## config.mk

```make
export PLATFORM = sky130hd
export DESIGN_NAME = ddcdn_top
export DESIGN_NICKNAME = d
export VERILOG_FILES = /design/src/rtl/ddcdn_pkg.sv /design/src/rtl/ddcdn_top.sv
export SDC_FILE = /design/constraint.sdc
export NUM_CORES = 1
export LEC_CHECK = 0
export ABC_CLOCK_PERIOD_IN_PS = 2800
export BUFFER_PORTS_ARGS = -buffer_cell sky130_fd_sc_hd__clkbuf_2
export CORE_ASPECT_RATIO = 0.7
export CORE_MARGIN = 5
export CORE_UTILIZATION = 45
export DETAILED_ROUTE_END_ITERATION = 6
export GPL_TIMING_DRIVEN = 0
export PLACE_DENSITY = 0.82
export REMOVE_ABC_BUFFERS = 1
export SETUP_SLACK_MARGIN = 0.15
export SLEW_MARGIN = 10
export SYNTH_ARGS = -nofsm -noshare
export SYNTH_HDL_FRONTEND = slang
export SYNTH_SLANG_ARGS = --single-unit
export TNS_END_PERCENT = 50
```

## constraint.sdc

```tcl
create_clock -name sys_clk -period 2.8 [get_ports sys_clk]
set_input_delay 0.28 -clock sys_clk [delete_from_list [all_inputs] [get_ports sys_clk]]
set_output_delay 0.28 -clock sys_clk [all_outputs]
set_load 0.01 [all_outputs]
```

## src/rtl/ddcdn_pkg.sv

```systemverilog
// package: constants, types and register map of the ddc3 config block
package ddcdn_pkg;
  // ==========================================
  // register indices, byte address = 4 * index
  localparam logic [11:0] IDX_CTRL = 12'h370;
  localparam logic [11:0] IDX_INSEL = 12'h371;
  localparam logic [11:0] IDX_NCOCTL = 12'h374;
  localparam logic [11:0] IDX_RATE = 12'h37e;
  localparam logic [11:0] IDX_STAT = 12'h37f;
  // ==========================================
  // field positions
  localparam int CTRL_C2R_BIT = 3;
  localparam int INSEL_Q_BIT = 2;
  localparam int INSEL_I_BIT = 0;
  // ==========================================
  // reset values
  localparam logic [7:0] CTRL_RST = 8'h00;
  localparam logic [3:0] EXT_RST = 4'h0;
  localparam logic Q_SRC_RST = 1'b1;
  localparam logic I_SRC_RST = 1'b1;
  localparam logic [7:0] NCOCTL_RST = 8'h00;
  // ==========================================
  // selector codes
  localparam logic [2:0] SEL_EXT = 3'b111;
  // ==========================================
  // channel select modes
  typedef enum logic [3:0] {
    MODE_REGMAP = 4'b0000,
    MODE_PINS = 4'b0001,
    MODE_EDGE_LOW = 4'b1000,
    MODE_EDGE_HIGH = 4'b1010
  } ddcdn_mode_e;
  // ==========================================
  // stage enable bit positions
  localparam int ST_HALF1 = 0;
  localparam int ST_HALF2 = 1;
  localparam int ST_HALF3 = 2;
  localparam int ST_HALF4 = 3;
  localparam int ST_TB = 4;
  localparam int ST_FB = 5;
  // ==========================================
  // filter route: stage enables and overall decimation factor
  typedef struct packed {
    logic [5:0] stages;
    logic [5:0] factor;
  } ddcdn_route_s;
  localparam ddcdn_route_s ROUTE_RST = '{stages: 6'h03, factor: 6'h04};
endpackage

```

## src/rtl/ddcdn_top.sv

```systemverilog
// ddc3 decimation route and oscillator channel select with apb registers
`timescale 1ns/1ps

// Functional notes
// three-bit chain selector in control low bits
// real-only output halves the decimation factor
// code 011: stage one only, 1 or 2
// code 100: stage one plus thirdband, 3 or 6
// code 101: halfbands one, two, thirdband
// code 110: halfbands one to three, thirdband
// code 111 defers to extended field
// extended field ignored unless selector all ones
// extended 0: thirdband plus four halfbands
// extended 2: fifthband plus halfband one
// extended 3: fifthband plus halfbands two, one
// extended 4: fifthband plus halfbands three..one
// quadrature source: 0 A, 1 B, reset 1
// in-phase source: 0 A, 1 B, reset 1
// mode 0 takes channel from register field
// mode 1: channel is zero, zero, high, low pins
// mode 1000 counts low pin rising edges
// mode 1010 counts high pin rising edges
// edge counter wraps at register field value
// register field n selects channel n
// mode nibble upper, resets zero
// pins synchronised, counter returns to zero
// reserved codes keep previous valid behaviour
module ddcdn_top #(
  parameter int ADDR_W = 16
) (
  input wire logic sys_clk,
  input wire logic srst,
  input wire logic psel,
  input wire logic penable,
  input wire logic pwrite,
  input wire logic [ADDR_W-1:0] paddr,
  input wire logic [31:0] pwdata,
  input wire logic [3:0] pstrb,
  output logic [31:0] prdata,
  output logic pready,
  output logic pslverr,
  input wire logic channel_select_pin_low,
  input wire logic channel_select_pin_high,
  output ddcdn_pkg::ddcdn_route_s filter_route,
  output logic real_only,
  output logic i_src_b,
  output logic q_src_b,
  output logic [3:0] nco_channel
);

  // ==========================================
  // functions
  function automatic logic hit(input logic [ADDR_W-1:0] a,
                               input logic [11:0] idx);
    hit = (a == ADDR_W'({idx, 2'b00}));
  endfunction

  // valid flag, then route; complex factor halved when real only
  function automatic logic [12:0] decode(input logic [2:0] sel,
                                          input logic [3:0] ext,
                                          input logic c2r);
    logic [5:0] st;
    logic [5:0] f;
    logic ok;
    st = 6'h00;
    f = 6'h00;
    ok = 1'b1;
    unique case (sel)
      3'b000: begin
        st = 6'h03;
        f = 6'h04;
      end
      3'b001: begin
        st = 6'h07;
        f = 6'h08;
      end
      3'b010: begin
        st = 6'h0f;
        f = 6'h10;
      end
      3'b011: begin
        st = 6'h01;
        f = 6'h02;
      end
      3'b100: begin
        st = 6'h11;
        f = 6'h06;
      end
      3'b101: begin
        st = 6'h13;
        f = 6'h0c;
      end
      3'b110: begin
        st = 6'h17;
        f = 6'h18;
      end
      3'b111: begin
        // extended field used only here
        unique case (ext)
          4'h0: begin
            st = 6'h1f;
            f = 6'h30;
          end
          4'h2: begin
            st = 6'h21;
            f = 6'h0a;
          end
          4'h3: begin
            st = 6'h23;
            f = 6'h14;
          end
          4'h4: begin
            st = 6'h27;
            f = 6'h28;
          end
          default: ok = 1'b0;
        endcase
      end
    endcase
    if (c2r) begin
      f = f >> 1;
    end
    decode = {ok, st, f};
  endfunction

  // ==========================================
  // register fields
  logic [7:0] ctrl_q;
  logic [3:0] ext_q;
  logic q_src_q;
  logic i_src_q;
  logic [3:0] mode_q;
  logic [3:0] chsel_q;

  // ==========================================
  // apb slave, one wait state
  logic acc;
  logic wr_en;
  logic map_hit;
  logic [7:0] rd_d;
  logic [31:0] prdata_q;
  logic pready_q;
  logic pslverr_q;

  assign acc = psel && penable && !pready_q;
  assign wr_en = psel && penable && pready_q && pwrite && pstrb[0]
                 && !pslverr_q;
  assign map_hit = hit(paddr, ddcdn_pkg::IDX_CTRL)
                   || hit(paddr, ddcdn_pkg::IDX_INSEL)
                   || hit(paddr, ddcdn_pkg::IDX_NCOCTL)
                   || hit(paddr, ddcdn_pkg::IDX_RATE)
                   || hit(paddr, ddcdn_pkg::IDX_STAT);

  logic [3:0] cnt_q;
  logic [3:0] nco_q;
  ddcdn_pkg::ddcdn_route_s route_q;

  always_comb begin
    rd_d = 8'h00;
    if (hit(paddr, ddcdn_pkg::IDX_CTRL)) begin
      rd_d = ctrl_q;
    end else if (hit(paddr, ddcdn_pkg::IDX_INSEL)) begin
      rd_d = {ext_q, 1'b0, q_src_q, 1'b0, i_src_q};
    end else if (hit(paddr, ddcdn_pkg::IDX_NCOCTL)) begin
      rd_d = {mode_q, chsel_q};
    end else if (hit(paddr, ddcdn_pkg::IDX_RATE)) begin
      rd_d = {2'b00, route_q.factor};
    end else if (hit(paddr, ddcdn_pkg::IDX_STAT)) begin
      rd_d = {cnt_q, nco_q};
    end
  end

  always_ff @(posedge sys_clk) begin
    if (srst) begin
      pready_q <= 1'b0;
      pslverr_q <= 1'b0;
      prdata_q <= 32'h0000_0000;
    end else begin
      pready_q <= acc;
      pslverr_q <= acc && !map_hit;
      if (acc) begin
        prdata_q <= {24'h00_0000, rd_d};
      end
    end
  end

  // ==========================================
  // register writes
  always_ff @(posedge sys_clk) begin
    if (srst) begin
      ctrl_q <= ddcdn_pkg::CTRL_RST;
    end else if (wr_en && hit(paddr, ddcdn_pkg::IDX_CTRL)) begin
      ctrl_q <= pwdata[7:0];
    end
  end

  always_ff @(posedge sys_clk) begin
    if (srst) begin
      ext_q <= ddcdn_pkg::EXT_RST;
      q_src_q <= ddcdn_pkg::Q_SRC_RST;
      i_src_q <= ddcdn_pkg::I_SRC_RST;
    end else if (wr_en && hit(paddr, ddcdn_pkg::IDX_INSEL)) begin
      ext_q <= pwdata[7:4];
      q_src_q <= pwdata[ddcdn_pkg::INSEL_Q_BIT];
      i_src_q <= pwdata[ddcdn_pkg::INSEL_I_BIT];
    end
  end

  always_ff @(posedge sys_clk) begin
    if (srst) begin
      mode_q <= ddcdn_pkg::NCOCTL_RST[7:4];
      chsel_q <= ddcdn_pkg::NCOCTL_RST[3:0];
    end else if (wr_en && hit(paddr, ddcdn_pkg::IDX_NCOCTL)) begin
      mode_q <= pwdata[7:4];
      chsel_q <= pwdata[3:0];
    end
  end

  // ==========================================
  // filter route
  logic [12:0] dec;
  logic c2r;

  assign c2r = ctrl_q[ddcdn_pkg::CTRL_C2R_BIT];
  assign dec = decode(ctrl_q[2:0], ext_q, c2r);

  always_ff @(posedge sys_clk) begin
    if (srst) begin
      route_q <= ddcdn_pkg::ROUTE_RST;
    end else if (dec[12]) begin
      route_q <= dec[11:0];
    end
  end

  // ==========================================
  // pin synchronisers and edge detect
  logic lo_s1;
  logic lo_s2;
  logic lo_s3;
  logic hi_s1;
  logic hi_s2;
  logic hi_s3;
  logic rise_lo;
  logic rise_hi;

  always_ff @(posedge sys_clk) begin
    if (srst) begin
      lo_s1 <= 1'b0;
      lo_s2 <= 1'b0;
      lo_s3 <= 1'b0;
      hi_s1 <= 1'b0;
      hi_s2 <= 1'b0;
      hi_s3 <= 1'b0;
    end else begin
      lo_s1 <= channel_select_pin_low;
      lo_s2 <= lo_s1;
      lo_s3 <= lo_s2;
      hi_s1 <= channel_select_pin_high;
      hi_s2 <= hi_s1;
      hi_s3 <= hi_s2;
    end
  end

  assign rise_lo = lo_s2 && !lo_s3;
  assign rise_hi = hi_s2 && !hi_s3;

  // ==========================================
  // edge counter
  logic step;

  assign step = (mode_q == ddcdn_pkg::MODE_EDGE_LOW && rise_lo)
                || (mode_q == ddcdn_pkg::MODE_EDGE_HIGH && rise_hi);

  always_ff @(posedge sys_clk) begin
    if (srst) begin
      cnt_q <= 4'h0;
    end else if (step) begin
      if (cnt_q >= chsel_q) begin
        cnt_q <= 4'h0;
      end else begin
        cnt_q <= cnt_q + 4'h1;
      end
    end
  end

  // ==========================================
  // active channel
  logic [3:0] nco_d;

  always_comb begin
    nco_d = nco_q;
    case (mode_q)
      ddcdn_pkg::MODE_REGMAP: nco_d = chsel_q;
      ddcdn_pkg::MODE_PINS: nco_d = {2'b00, hi_s2, lo_s2};
      ddcdn_pkg::MODE_EDGE_LOW: nco_d = cnt_q;
      ddcdn_pkg::MODE_EDGE_HIGH: nco_d = cnt_q;
      default: nco_d = nco_q;
    endcase
  end

  always_ff @(posedge sys_clk) begin
    if (srst) begin
      nco_q <= 4'h0;
    end else begin
      nco_q <= nco_d;
    end
  end

  // ==========================================
  // output flops
  always_ff @(posedge sys_clk) begin
    if (srst) begin
      real_only <= 1'b0;
      i_src_b <= ddcdn_pkg::I_SRC_RST;
      q_src_b <= ddcdn_pkg::Q_SRC_RST;
    end else begin
      real_only <= c2r;
      i_src_b <= i_src_q;
      q_src_b <= q_src_q;
    end
  end

  assign filter_route = route_q;
  assign nco_channel = nco_q;
  assign prdata = prdata_q;
  assign pready = pready_q;
  assign pslverr = pslverr_q;
endmodule // ddcdn_top

```

# [Word-level counts from Yosys, hierarchy flattened]
# Index checks and enable logic that the tools add are counted.
# Widths: inputs -> output; s select.
[word_totals] wordCells=86 output_inout_bits=53 rom_bits=0 latch_bits=0 input_bits=59 memories=0 ram_bits=0 reg_bits=61
[classes] div_mod_pow=0 n_reduce_logical=30 n_shift=0 multipliers=0 addsub=1 n_bitwise=0 order_cmp=1 mux=14 n_eq_ne=18
[op_table] cell="$pmux 6 s8" n=2
[op_table] cell="$eq 16x12->1 const B" n=5
[op_table] cell="$pmux 6 s4" n=2
[op_table] cell="$mux 8" n=5
[op_table] cell="$logic_and 1x1->1" n=14
[op_table] cell="$eq 3x3->1 const B" n=4
[op_table] cell="$pmux 4 s3" n=1
[op_table] cell="$eq 4x2->1 const B" n=2
[op_table] cell="$eq 4x4->1 const B" n=2
[op_table] cell="$logic_not 4->1" n=2
[op_table] cell="$eq 3x2->1 const B" n=2
[op_table] cell="$mux 6" n=1
[op_table] cell="$logic_not 1->1" n=5
[op_table] cell="$logic_or 1x1->1" n=5
[op_table] cell="$add 4x1->4 const B" n=1
[op_table] cell="$eq 4x1->1 const B" n=1
[op_table] cell="$eq 4x3->1 const B" n=1
[op_table] cell="$ge 4x4->1" n=1
[op_table] cell="$mux 4" n=1
[op_table] cell="$reduce_or 4->1" n=1
[op_table] cell="$eq 3x1->1 const B" n=1
[op_table] cell="$logic_not 3->1" n=1
[op_table] cell="$reduce_bool 3->1" n=1
[op_table] cell="$mux 1" n=2
[op_table] cell="$reduce_or 2->1" n=1

# [Longest topological paths before layout]
# Gate-level depths: netlist (run 1).
[logic_depth] depth_word=7 mapped_depth=7 depth_no_buf=6

# [Worst setup path before layout (run 1)]
# OpenSTA, ideal clock, no wires.
[synth_timing] path_type="reg-to-reg" start="register ext_q[1]" end="register route_q, in the netlist filter_route[2]" t_arrival_ps=1523 setup_time_ps=124 stages_incl_launch_ff=6 path_buffers=2 required_time_ps=2676 synth_period_minus_slack_ps=1648 setup_slack_ps=1152 path_cell_list="dfxtp_1 buf_2 mux2_4 o211a_1 buf_2 a2111o_1"
[synth_via] elab_chain_len=4 word_cells_on_any_way=10 classes_between="eq/ne: 3; mux: 5; reduce/logical: 2"
[synth_rtl] item="start: declaration" line="ddcdn_top.sv:129" source="logic [3:0] ext_q;"
[synth_rtl] item="start signal: assignment" line="ddcdn_top.sv:199" source="ext_q <= ddcdn_pkg::EXT_RST;"
[synth_rtl] item="start signal: assignment" line="ddcdn_top.sv:203" source="ext_q <= pwdata[7:4];"
[synth_rtl] item="$eq 4x3->1 (tied with other cells)" line="ddcdn_top.sv:99" source="unique case (ext)"
[synth_rtl] item="$pmux 6 s4 or $reduce_or 4->1 (tied branches)"
[synth_rtl] item="$pmux 6 s8 or $mux 1 (tied branches)" line="ddcdn_top.sv:68, ddcdn_top.sv:99"
[synth_rtl] item="$mux 6 or $mux 1 (tied branches)" line="ddcdn_top.sv:120, ddcdn_top.sv:68"
[synth_rtl] item="end signal: assignment" line="ddcdn_top.sv:229" source="route_q <= ddcdn_pkg::ROUTE_RST;"
[synth_rtl] item="end signal: assignment" line="ddcdn_top.sv:231" source="route_q <= dec[11:0];"
[synth_rtl] item="end: declaration" line="ddcdn_top.sv:156" source="ddcdn_pkg::ddcdn_route_s route_q;"
# Several ways; a longest one is shown, not always the timed one.
# A chain may end at the register's enable or synchronous reset.

==> flow_metrics.py, run 1 <==
metrics = {
    "place": {
        "gp_congestion": 0.9639,
        "pre_cts_ws_ps": 556.7,
        "io_buffers": 60,
        "dp_hpwl_mm": 6.528,
    },
    "yosys": {
        "synth_area_per_cell_um2": 8.412,
        "ys_async_sr_fraction": 0,
        "ys_seq_area_frac": 0.3684,
        "ys_ff_latch": 61,
        "synthFlopType": "dfxtp_1",
        "yosysUniqueCellTypes": 62,
        "synth_edf_count": 0,
        "netlist_area_um2": 3314,
        "syn_inst": 394,
        "yosysWarningCount": 0,
    },
    "critical_path": {
        "reg2reg_depth": 6,
        "cpLargestDelayFamily": "buffers and inverters",
        "cp_data_required_time_ps": 3060,
        "cp.depth": 5,
        "end_kind": "flip-flop",
        "crit_chain": "clkbuf_2, or3_1, inv_1, nand3_1, o211ai_1",
        "worst-path-buf-inv": 2,
        "worstSetupPathType": "in2reg",
        "crit_path_start_kind": "input pin",
        "slowest_delay_ps": 680,
        "cp_slowest_cell": "or3_1",
        "arrival_ps": 2230,
        "crit_path_max_fanout": 51,
    },
    "clocking": {
        "numCtsBuffers": 9,
        "cts_tree": "done",
        "htree_levels": 3,
        "cts_root_buffer": "clkbuf_8",
        "path_clk_slew_ps": 70,
        "post_cts_buffers": 0,
        "clock_latency_ps": 340,
        "postCtsHoldBufs": 0,
        "cts_resized": 0,
        "cts.sinks": 61,
        "clockBufferDepth": 2,
    },
    "final_layout": {
        "regArea_um2": 1221,
        "final_cell_mix": "61 x dfxtp_1, 60 x clkbuf_2, 31 x o21ai_0, 31 x a21oi_1, 26 x nor2_1",
        "multi_input_area_um2": 1808,
        "n_fill_cell": 706,
        "synthToLayoutAreaGrowth_pct": 10.65,
        "fin_nets": 500,
        "insertedDiodeCount": 0,
        "layout.core_utilization": 0.5078,
        "final_common_cell": "dfxtp_1",
        "drive_gt1_frac": 0.1955,
    },
    "min_path": {
        "hold_class": "in2reg",
        "worst_hold_path.num_cells": 2,
    },
    "timing": {
        "maxSlewHeadroom": 0.2930,
        "setup_ws_ps": 835.4,
        "hold_violations": 0,
        "rsz0062_at_grt": "no",
        "hold_ws_ps": 161.2,
        "timing.fmax_mhz": 509.0,
        "finalSetupViolCount": 0,
        "period_needed_ps": 1965,
        "setup-tns-final_ps": 0,
        "finalMaxSlewViolations": 0,
        "worst_pin_slew_ps": 1060,
        "finClkSkew_ps": 7.143,
        "fin_crit_sh": 0.7016,
    },
    "floorplan": {
        "die-area_um2": 9209,
        "io-pin-count": 112,
        "rows": 26,
        "fp.dieH_um": 81.81,
        "start_util": 0.4589,
        "design.core.area_um2": 7222,
        "dieWidth_um": 112.6,
    },
    "route": {
        "drt-total-wl_mm": 8.839,
        "final_antenna_net_count": 0,
        "drc": 0,
        "first_pass_iters": 5,
        "drt_iter0_drc": 385,
        "vias": 3138,
        "drt-vias-per-instance": 5.833,
        "wl_per_cell_um": 16.43,
    },
    "global_routing": {
        "grt_remaining_overflow": 0,
        "grt_pass1_wl_mm": 14.24,
        "grt.total_usage": 0.1955,
        "grt_pass1_vias": 2868,
        "grt_antenna_before_repair": 0,
        "grt_start_max_net_pins": 52,
    },
    "job": {
        "cap_viol_max_count": 0,
    },
    "power": {
        "power_leakage_nw": 1.408,
        "pwr_density_cell_nw_per_um2": 447.9,
        "finalPower_mw": 1.643,
        "vdd_ir_drop_max_uv": 325.0,
    },
    "outcome": {
        "outcome": "finished clean",
    },
}
metrics by stage:
| stage | instance area, um^2 | instances |
|---|---|---|
| 2_1_floorplan | 3085 | 365 |
| 3_3_place_gp | 3508 | 523 |
| 3_5_place_dp | 3508 | 523 |
| 4_1_cts | 3667 | 538 |
| 5_1_grt | 3667 | 538 |
| 6_report | 3667 | 538 |
synth_stat cells (5+ instances only):
| cell | number | area, um^2 |
|---|---|---|
| clkbuf_1 | 14 | 52.55 |
| nor2b_1 | 8 | 50.05 |
| dfxtp_1 | 61 | 1221 |
| o21ai_0 | 31 | 155.2 |
| nor3_1 | 10 | 50.05 |
| nor2_1 | 26 | 97.59 |
| mux2_2 | 5 | 56.30 |
| mux2i_1 | 10 | 100.1 |
| nand3_1 | 20 | 100.1 |
| a21oi_1 | 31 | 155.2 |
| ha_1 | 5 | 62.56 |
| nand4_1 | 22 | 137.6 |
| nand2_1 | 14 | 52.55 |
| buf_4 | 24 | 180.2 |
| buf_2 | 12 | 60.06 |
| a211oi_1 | 14 | 105.1 |
| inv_1 | 15 | 56.30 |
logic make-up after synthesis:
kind of cell,share of synthesized area
and+or+nand+nor,0.2322
AOI/OAI and AO/OA,0.1990
buffers and inverters,0.1121
DFF,0.3684
muxes,0.05511
adders and majority gates,0.01888
xor gates and xnor gates,0.01321
other,0.001131
state kept, by name (all words and copies together) (netlist names), 4 cells and up:
name          count
chsel_q           4
cnt_q             4
ctrl_q            8
ext_q             4
filter_route     12
mode_q            4
nco_channel       4
prdata            8
layout make-up:
type                       instances  area share
clock buffer                      13     0.04060
timing repair buffer              60     0.08188
multi-input combinational        289      0.4930
inverter                          15     0.01535
sequential                        61      0.3330
clock inverter                     2    0.002729
tap                               98     0.03344
where the power goes:
part           internal, mW  leakage, nW  total, mW  switching (mW)
logic                0.0321        0.832      0.106          0.0738
clock network         0.338       0.0833      0.662           0.324
registers             0.872        0.493      0.874         0.00210
total                  1.24         1.41       1.64           0.400
per-layer routing:
metal / global-route usage / vias to the layer above / share of wire
li1: - / 1478 / -
met1: 0.2714 / 1461 / 0.46
met2: 0.2855 / 189 / 0.40
met3: 0.08174 / 10 / 0.13
met4: 0.03842 / 0 / 0.0066
met5: 0 / - / 0
worst register-to-register path, delay by kind of cell, from the launching register on:
kind	cells	cell delay [ps]
buf+inv	1	90
flops	1	460
fa+ha+maj	1	270
simple gates	1	140
compound gates	3	710
final timing paths:
| kind | from | to | slack (ps) |
|---|---|---|---|
| max reg2reg | cnt_q[0]$_SDFFE_PP0P_ | cnt_q[1]$_SDFFE_PP0P_ | 1020 |
| min reg2reg | lo_s1$_SDFF_PP0_ | lo_s2$_SDFF_PP0_ | 430 |
| min | channel_select_pin_low | lo_s1$_SDFF_PP0_ | 160 |
| max | srst | prdata[4]$_SDFFE_PP0P_ | 840 |
Note: power is estimated with default switching activity, not from simulation.
==> run 2, diff against run 1 <==
--- a/config.mk
+++ b/config.mk
@@ -5,14 +5,15 @@
 export SDC_FILE = /design/constraint.sdc
 export NUM_CORES = 1
 export LEC_CHECK = 0
-export ABC_CLOCK_PERIOD_IN_PS = 2800
+export ABC_AREA = 1
+export ABC_CLOCK_PERIOD_IN_PS = 1970
 export BUFFER_PORTS_ARGS = -buffer_cell sky130_fd_sc_hd__clkbuf_2
 export CORE_ASPECT_RATIO = 0.7
 export CORE_MARGIN = 5
 export CORE_UTILIZATION = 45
 export DETAILED_ROUTE_END_ITERATION = 6
 export GPL_TIMING_DRIVEN = 0
-export PLACE_DENSITY = 0.82
+export PLACE_DENSITY = 0.81
 export REMOVE_ABC_BUFFERS = 1
 export SETUP_SLACK_MARGIN = 0.15
 export SLEW_MARGIN = 10
==> constraint.sdc (replaced) <==
create_clock -name sys_clk -period 1.97 [get_ports sys_clk]
set_input_delay 0.197 -clock sys_clk [delete_from_list [all_inputs] [get_ports sys_clk]]
set_output_delay 0.197 -clock sys_clk [all_outputs]
set_load 0.01 [all_outputs]
==> run 2 against run 1 <==
- clock skew is 1.4 ps higher
- wire length is 0.96% lower
- cell count is 19% higher
- setup slack worse by 490 ps
- worst hold slack worse by 130 ps
- sequential power is 44% higher
- area after synthesis is 1.8% higher
- global-route usage is 0.52 points lower
- register-to-register slack worse by 670 ps
- non-clock buffer count stayed put
- critical endpoint is now ctrl_q[3]$_SDFFE_PP0P_
- largest cell class unchanged
- largest power group is now clock
- highest routed layer unchanged
==> flow_metrics.py, run 2 <==
metrics = {
    "outcome": {
        "outcome": "finished clean",
    },
    "final_layout": {
        "design_area_um2": 3854,
        "multi_input_area_um2": 1718,
        "insertedDiodeCount": 0,
        "regArea_um2": 1221,
        "largest_reg_flops": 12,
        "layout.core_utilization": 0.5288,
        "drive_gt1_frac": 0.2011,
        "synthToLayoutAreaGrowth_pct": 14.24,
        "fin_nets": 602,
        "final_cell_mix": "80 x nand2_1, 68 x inv_1, 61 x dfxtp_1, 60 x clkbuf_2, 59 x nor2_1",
        "n_fill_cell": 702,
        "final_common_cell": "nand2_1",
    },
    "timing": {
        "period_needed_ps": 1624,
        "finalMaxSlewViolations": 0,
        "hold_ws_ps": 34.28,
        "setup_ws_ps": 345.6,
        "rsz0062_at_grt": "no",
        "finalSetupViolCount": 0,
        "timing.fmax_mhz": 615.6,
        "worst_pin_slew_ps": 935.1,
        "finClkSkew_ps": 8.532,
        "maxSlewHeadroom": 0.3759,
        "hold_violations": 0,
        "setup-tns-final_ps": 0,
        "fin_crit_sh": 0.8246,
    },
    "global_routing": {
        "grt_start_max_net_pins": 34,
        "grt_antenna_before_repair": 0,
        "grt_remaining_overflow": 0,
        "grt_pass1_wl_mm": 13.89,
        "grt.total_usage": 0.1903,
        "grt_pass1_vias": 2897,
    },
    "critical_path": {
        "reg2reg_depth": 7,
        "end_kind": "flip-flop",
        "cp_data_required_time_ps": 2240,
        "endpoint": "ctrl_q[3]$_SDFFE_PP0P_",
        "worstSetupPathType": "in2reg",
        "crit_chain": "clkbuf_2, nor2_2, nand2_2, nor2_8, nand3_2, nor2_4, o21ai_0, a21oi_1",
        "slowest_delay_ps": 430,
        "crit_path_max_fanout": 17,
        "r2r-start": "ctrl_q[2]$_SDFFE_PP0P_",
        "arrival_ps": 1890,
        "r2r_setup_slack_ps": 350,
        "r2r_end": "filter_route[7]$_SDFFE_PP1P_",
        "crit_path_start_kind": "input pin",
        "crit_start": "paddr[15]",
        "cp_slowest_cell": "nor2_4",
    },
    "route": {
        "final_antenna_net_count": 0,
        "vias": 3328,
        "drt-vias-per-instance": 5.200,
        "drt-total-wl_mm": 8.754,
        "drc": 0,
        "wl_per_cell_um": 13.68,
        "first_pass_iters": 6,
        "drt_iter0_drc": 429,
    },
    "job": {
        "cap_viol_max_count": 0,
    },
    "clocking": {
        "numCtsBuffers": 9,
        "post_cts_buffers": 0,
        "htree_levels": 3,
        "cts.sinks": 61,
        "cts_tree": "done",
        "cts_root_buffer": "clkbuf_8",
        "path_clk_slew_ps": 70,
        "clock_latency_ps": 340,
        "clockBufferDepth": 2,
    },
    "place": {
        "dpl-instance-area_um2": 3618,
        "gp_congestion": 0.9677,
        "io_buffers": 60,
        "pre_cts_ws_ps": 72.93,
        "dp_hpwl_mm": 6.695,
    },
    "yosys": {
        "yosysMostFrequentCell": "nand2_1",
        "ys_seq_area_frac": 0.3620,
        "yosysUniqueCellTypes": 35,
        "synth_edf_count": 0,
        "synth_compound_area_frac": 0.1665,
        "yosys-top-cells-count": "80 x nand2_1, 68 x inv_1, 61 x dfxtp_1",
        "synth_xor_area_frac": 0.005193,
        "synthFlopType": "dfxtp_1",
        "ys_ff_latch": 61,
        "ys_async_sr_fraction": 0,
        "yosys.area_share.adder": 0.01855,
        "synth-simple-area-share": 0.2915,
        "synth_area_leaders": "dfxtp_1 36%, nand2_1 8.9%, inv_1 7.6%, nor2_1 6.7%, buf_4 5.8%",
        "synth_top_cell_area_share": 0.3620,
        "syn_inst": 481,
        "synth_top_cell_by_area": "dfxtp_1",
        "synth_top_family_by_area": "simple AND/OR/NAND/NOR gates",
        "synth_area_per_cell_um2": 7.013,
        "yosysWarningCount": 0,
        "synth_mux_area_frac": 0,
        "netlist_area_um2": 3373,
    },
    "power": {
        "vdd_ir_drop_max_uv": 384.0,
        "pwr_density_cell_nw_per_um2": 701.6,
        "power_leakage_nw": 1.828,
    },
    "floorplan": {
        "rows": 26,
        "design.core.area_um2": 7287,
        "dieWidth_um": 113.5,
        "fp.dieH_um": 82.44,
        "start_util": 0.4629,
        "io-pin-count": 112,
        "die-area_um2": 9355,
    },
    "min_path": {
        "hold_class": "in2reg",
    },
}
run 2: final cells by class:
type	instances	area share
clock inverter	3	0.01753
sequential	61	0.3169
timing repair buffer	60	0.07792
multi-input combinational	337	0.4458
clock buffer	12	0.04286
inverter	69	0.06721
tap	98	0.03182
run 2: critical path: cells and delay by family:
| family | cells | cell delay, ps |
|---|---|---|
| AND/OR/NAND/NOR | 5 | 1240 |
| AO/OA/AOI/OAI | 2 | 340 |
| buffers and inverters | 1 | 110 |
run 2: timing repair:
action                                  4_1_cts  5_1_grt
resized for setup                             0        1
endpoints found under the setup margin        0        1
hold buffers                                  0        0
run 2: how the worst min path moves through the flow:
stage | start | to | slack, ps | depth (start not counted)
after floorplan | srst | filter_route[0]$_SDFFE_PP0P_ | 270 | 1
after global placement | hi_s1$_SDFF_PP0_ | hi_s2$_SDFF_PP0_ | 390 | 2
after detailed placement | channel_select_pin_high | hi_s1$_SDFF_PP0_ | 390 | 3
after CTS | channel_select_pin_high | hi_s1$_SDFF_PP0_ | 20 | 3
after global routing | channel_select_pin_high | hi_s1$_SDFF_PP0_ | 30 | 3
final | channel_select_pin_high | hi_s1$_SDFF_PP0_ | 30 | 3
run 2: report_power, final:
group / switching [mW] / internal (mW) / leakage (nW)
sequential: 0.00793 / 1.25 / 0.494
combinational: 0.121 / 0.0548 / 1.22
clock: 0.464 / 0.808 / 0.115
run 2: routing by layer:
layer / vias to the layer above / track usage / wire (um)
met4: 0 / 0.08403 / 238
met5: - / 0 / 0
met2: 170 / 0.2761 / 3572
met1: 1510 / 0.2628 / 4157
met3: 22 / 0.05462 / 786
li1: 1626 / - / -
run 2: logic make-up (layout without fill, tap and decap cells):
kind of cell               Yosys count  count (layout)
AOI/OAI and AO/OA                  100             100
DFF                                 61              61
xor gates and xnor gates             2               2
buffers and inverters              106             144
adders and majority gates            5               5
and+or+nand+nor                    206             206
other                                1              24
run 2: stage by stage:
step / cells / power [mW]
2_1_floorplan: 467 / 1.378
5_1_grt: 640 / 2.805
4_1_cts: 640 / 2.723
3_3_place_gp: 625 / 1.449
3_5_place_dp: 625 / 1.454
6_report: 640 / 2.704
==> run 3, diff against run 2 <==
--- a/config.mk
+++ b/config.mk
@@ -6,14 +6,14 @@
 export NUM_CORES = 1
 export LEC_CHECK = 0
 export ABC_AREA = 1
-export ABC_CLOCK_PERIOD_IN_PS = 1970
+export ABC_CLOCK_PERIOD_IN_PS = 1460
 export BUFFER_PORTS_ARGS = -buffer_cell sky130_fd_sc_hd__clkbuf_2
 export CORE_ASPECT_RATIO = 0.7
 export CORE_MARGIN = 5
 export CORE_UTILIZATION = 45
 export DETAILED_ROUTE_END_ITERATION = 6
 export GPL_TIMING_DRIVEN = 0
-export PLACE_DENSITY = 0.81
+export PLACE_DENSITY = 0.84
 export REMOVE_ABC_BUFFERS = 1
 export SETUP_SLACK_MARGIN = 0.15
 export SLEW_MARGIN = 10
==> constraint.sdc (replaced) <==
create_clock -name sys_clk -period 1.46 [get_ports sys_clk]
set_input_delay 0.146 -clock sys_clk [delete_from_list [all_inputs] [get_ports sys_clk]]
set_output_delay 0.146 -clock sys_clk [all_outputs]
set_load 0.01 [all_outputs]
==> run 3 against run 2 <==
- global-route usage rose by 1.8 points
- utilization rose by 5.7 points
- critical path type is now reg2reg
- setup slack got worse by 300 ps
- clock power rose by 38%
- wire length rose by 17%
- die area did not move
- sequential cell count did not move
==> flow_metrics.py, run 3 (synthesized netlist as in run 2, its figures left out) <==
metrics = {
    "min_path": {
        "hold_path_startpoint": "pwdata[2]",
        "hold_class": "in2reg",
        "worst_hold_path.num_cells": 3,
        "worstHoldEndpoint": "q_src_q$_SDFFE_PP1P_",
    },
    "final_layout": {
        "regArea_um2": 1251,
        "final_common_cell": "nand2_1",
        "design_area_um2": 4269,
        "insertedDiodeCount": 0,
        "largest_reg_flops": 12,
        "multi_input_area_um2": 1904,
        "layout.core_utilization": 0.5859,
        "n_fill_cell": 632,
        "stdcell_count": 665,
        "fin_nets": 626,
        "synthToLayoutAreaGrowth_pct": 26.56,
        "final_cell_mix": "76 x nand2_1, 60 x inv_1, 60 x clkbuf_2, 53 x nor2_1, 47 x dfxtp_1",
        "drive_gt1_frac": 0.3122,
    },
    "timing": {
        "finalSetupViolCount": 0,
        "worst_pin_slew_ps": 666.2,
        "finClkSkew_ps": 4.125,
        "finalMaxSlewViolations": 0,
        "rsz0062_at_grt": "yes",
        "setup-tns-final_ps": 0,
        "timing.fmax_mhz": 705.0,
        "maxSlewHeadroom": 0.5559,
        "period_needed_ps": 1419,
        "hold_violations": 0,
        "setup_ws_ps": 41.49,
        "fin_crit_sh": 0.9716,
        "hold_ws_ps": 39.48,
    },
    "place": {
        "pre_cts_ws_ps": -390.5,
        "gp_congestion": 0.9295,
        "dp.cells": 625,
        "io_buffers": 60,
        "dpl-instance-area_um2": 3618,
        "dp_hpwl_mm": 6.704,
    },
    "critical_path": {
        "r2r-start": "pready$_SDFF_PP0_",
        "crit_chain": "nor3b_4, nand3_4, nor2_4, buf_6, o21ai_2, a21oi_1",
        "crit_path_max_fanout": 8,
        "end_kind": "flip-flop",
        "slowest_delay_ps": 360,
        "cpLargestDelayFamily": "simple AND/OR/NAND/NOR gates",
        "worst-path-buf-inv": 1,
        "r2r_setup_slack_ps": 40,
        "r2r_end": "ctrl_q[0]$_SDFFE_PP0P_",
        "arrival_ps": 1690,
        "worstSetupPathType": "reg2reg",
        "cp.depth": 6,
        "cp_slowest_cell": "dfxtp_4",
        "reg2reg_depth": 6,
        "crit_path_start_kind": "flip-flop",
        "cp_data_required_time_ps": 1730,
    },
    "clocking": {
        "cts.sinks": 61,
        "htree_levels": 3,
        "numCtsBuffers": 9,
        "clock_latency_ps": 340,
        "cts_tree": "done",
        "clockBufferDepth": 2,
        "cts_root_buffer": "clkbuf_8",
        "path_clk_slew_ps": 70,
    },
    "global_routing": {
        "grt.total_usage": 0.2084,
        "grt_pass1_vias": 3262,
        "grt_remaining_overflow": 0,
        "grt_start_max_net_pins": 27,
        "grt_antenna_before_repair": 0,
        "grt_pass1_wl_mm": 15.37,
    },
    "power": {
        "power_frac_comb": 0.072,
        "seqPwrFrac": 0.455,
        "finalPower_mw": 3.699,
        "power_frac_clock": 0.472,
        "swShare": 0.2388,
        "p_int_mw": 2.816,
        "pwr_density_cell_nw_per_um2": 866.5,
        "vdd_ir_drop_max_uv": 577.4,
        "power_leakage_nw": 1.970,
        "switching_power_mw": 0.8833,
    },
    "floorplan": {
        "fp.dieH_um": 82.44,
        "rows": 26,
        "start_util": 0.4629,
        "dieWidth_um": 113.5,
        "die-area_um2": 9355,
        "io-pin-count": 112,
        "design.core.area_um2": 7287,
    },
    "route": {
        "drc": 0,
        "final_antenna_net_count": 0,
        "wl_per_cell_um": 15.37,
        "drt_iter0_drc": 346,
        "vias": 3544,
        "drt-vias-per-instance": 5.329,
        "first_pass_iters": 5,
        "drt-total-wl_mm": 10.22,
    },
    "job": {
        "cap_viol_max_count": 0,
    },
    "outcome": {
        "outcome": "finished clean",
    },
}
[run 3: worst max path at each step]
stage / start / to / slack [ps]
finish: pready$_SDFF_PP0_ / ctrl_q[0]$_SDFFE_PP0P_ / 40
CTS: ext_q[0]$_SDFFE_PP0P_ / filter_route[4]$_SDFFE_PP0P_ / 60
global placement: paddr[15] / ctrl_q[4]$_SDFFE_PP0P_ / -340
detailed placement: paddr[15] / ctrl_q[7]$_SDFFE_PP0P_ / -390
global route: pready$_SDFF_PP0_ / mode_q[1]$_SDFFE_PP0P_ / -20
floorplan: paddr[13] / ctrl_q[0]$_SDFFE_PP0P_ / 40
[run 3: area by class of cell]
cell class,count,share of cell area
Sequential cell,61,0.2931
Timing Repair Buffer,81,0.1140
Tap cell,98,0.02872
Clock buffer,11,0.03546
Clock inverter,5,0.01934
Timing Repair inverter,1,0.001759
Inverter,69,0.06155
Multi-Input combinational cell,339,0.4461
[run 3: power groups by stage]
stage	Clock [mW]	Combinational (mW)	Sequential, mW
after CTS	1.77	0.251	1.69
final	1.75	0.268	1.68
after detailed placement	0	0.234	1.73
after floorplan	0	0.126	1.73
after global routing	1.84	0.299	1.69
after global placement	0	0.226	1.73
[run 3: tightest hold or removal path: cells and delay by family]
kind	cells	cell delay, ps
buf+inv	1	90
compound gates	2	110
[run 3: timing repair]
item / CTS / global route
hold endpoints to repair: 2 / 0
setup endpoints to repair: 49 / 47
setup buffers: 6 / 13
resized for setup: 39 / 40
pin swaps: 9 / 10
hold buffers: 2 / 0
cloned: 2 / 1
[run 3: metal layers]
metal	GRT usage	wire length [um]	share of wire
met4	0.06723	221	0.022
met1	0.2694	4344	0.43
met5	0	0	0
met3	0.06482	1140	0.11
met2	0.3343	4513	0.44
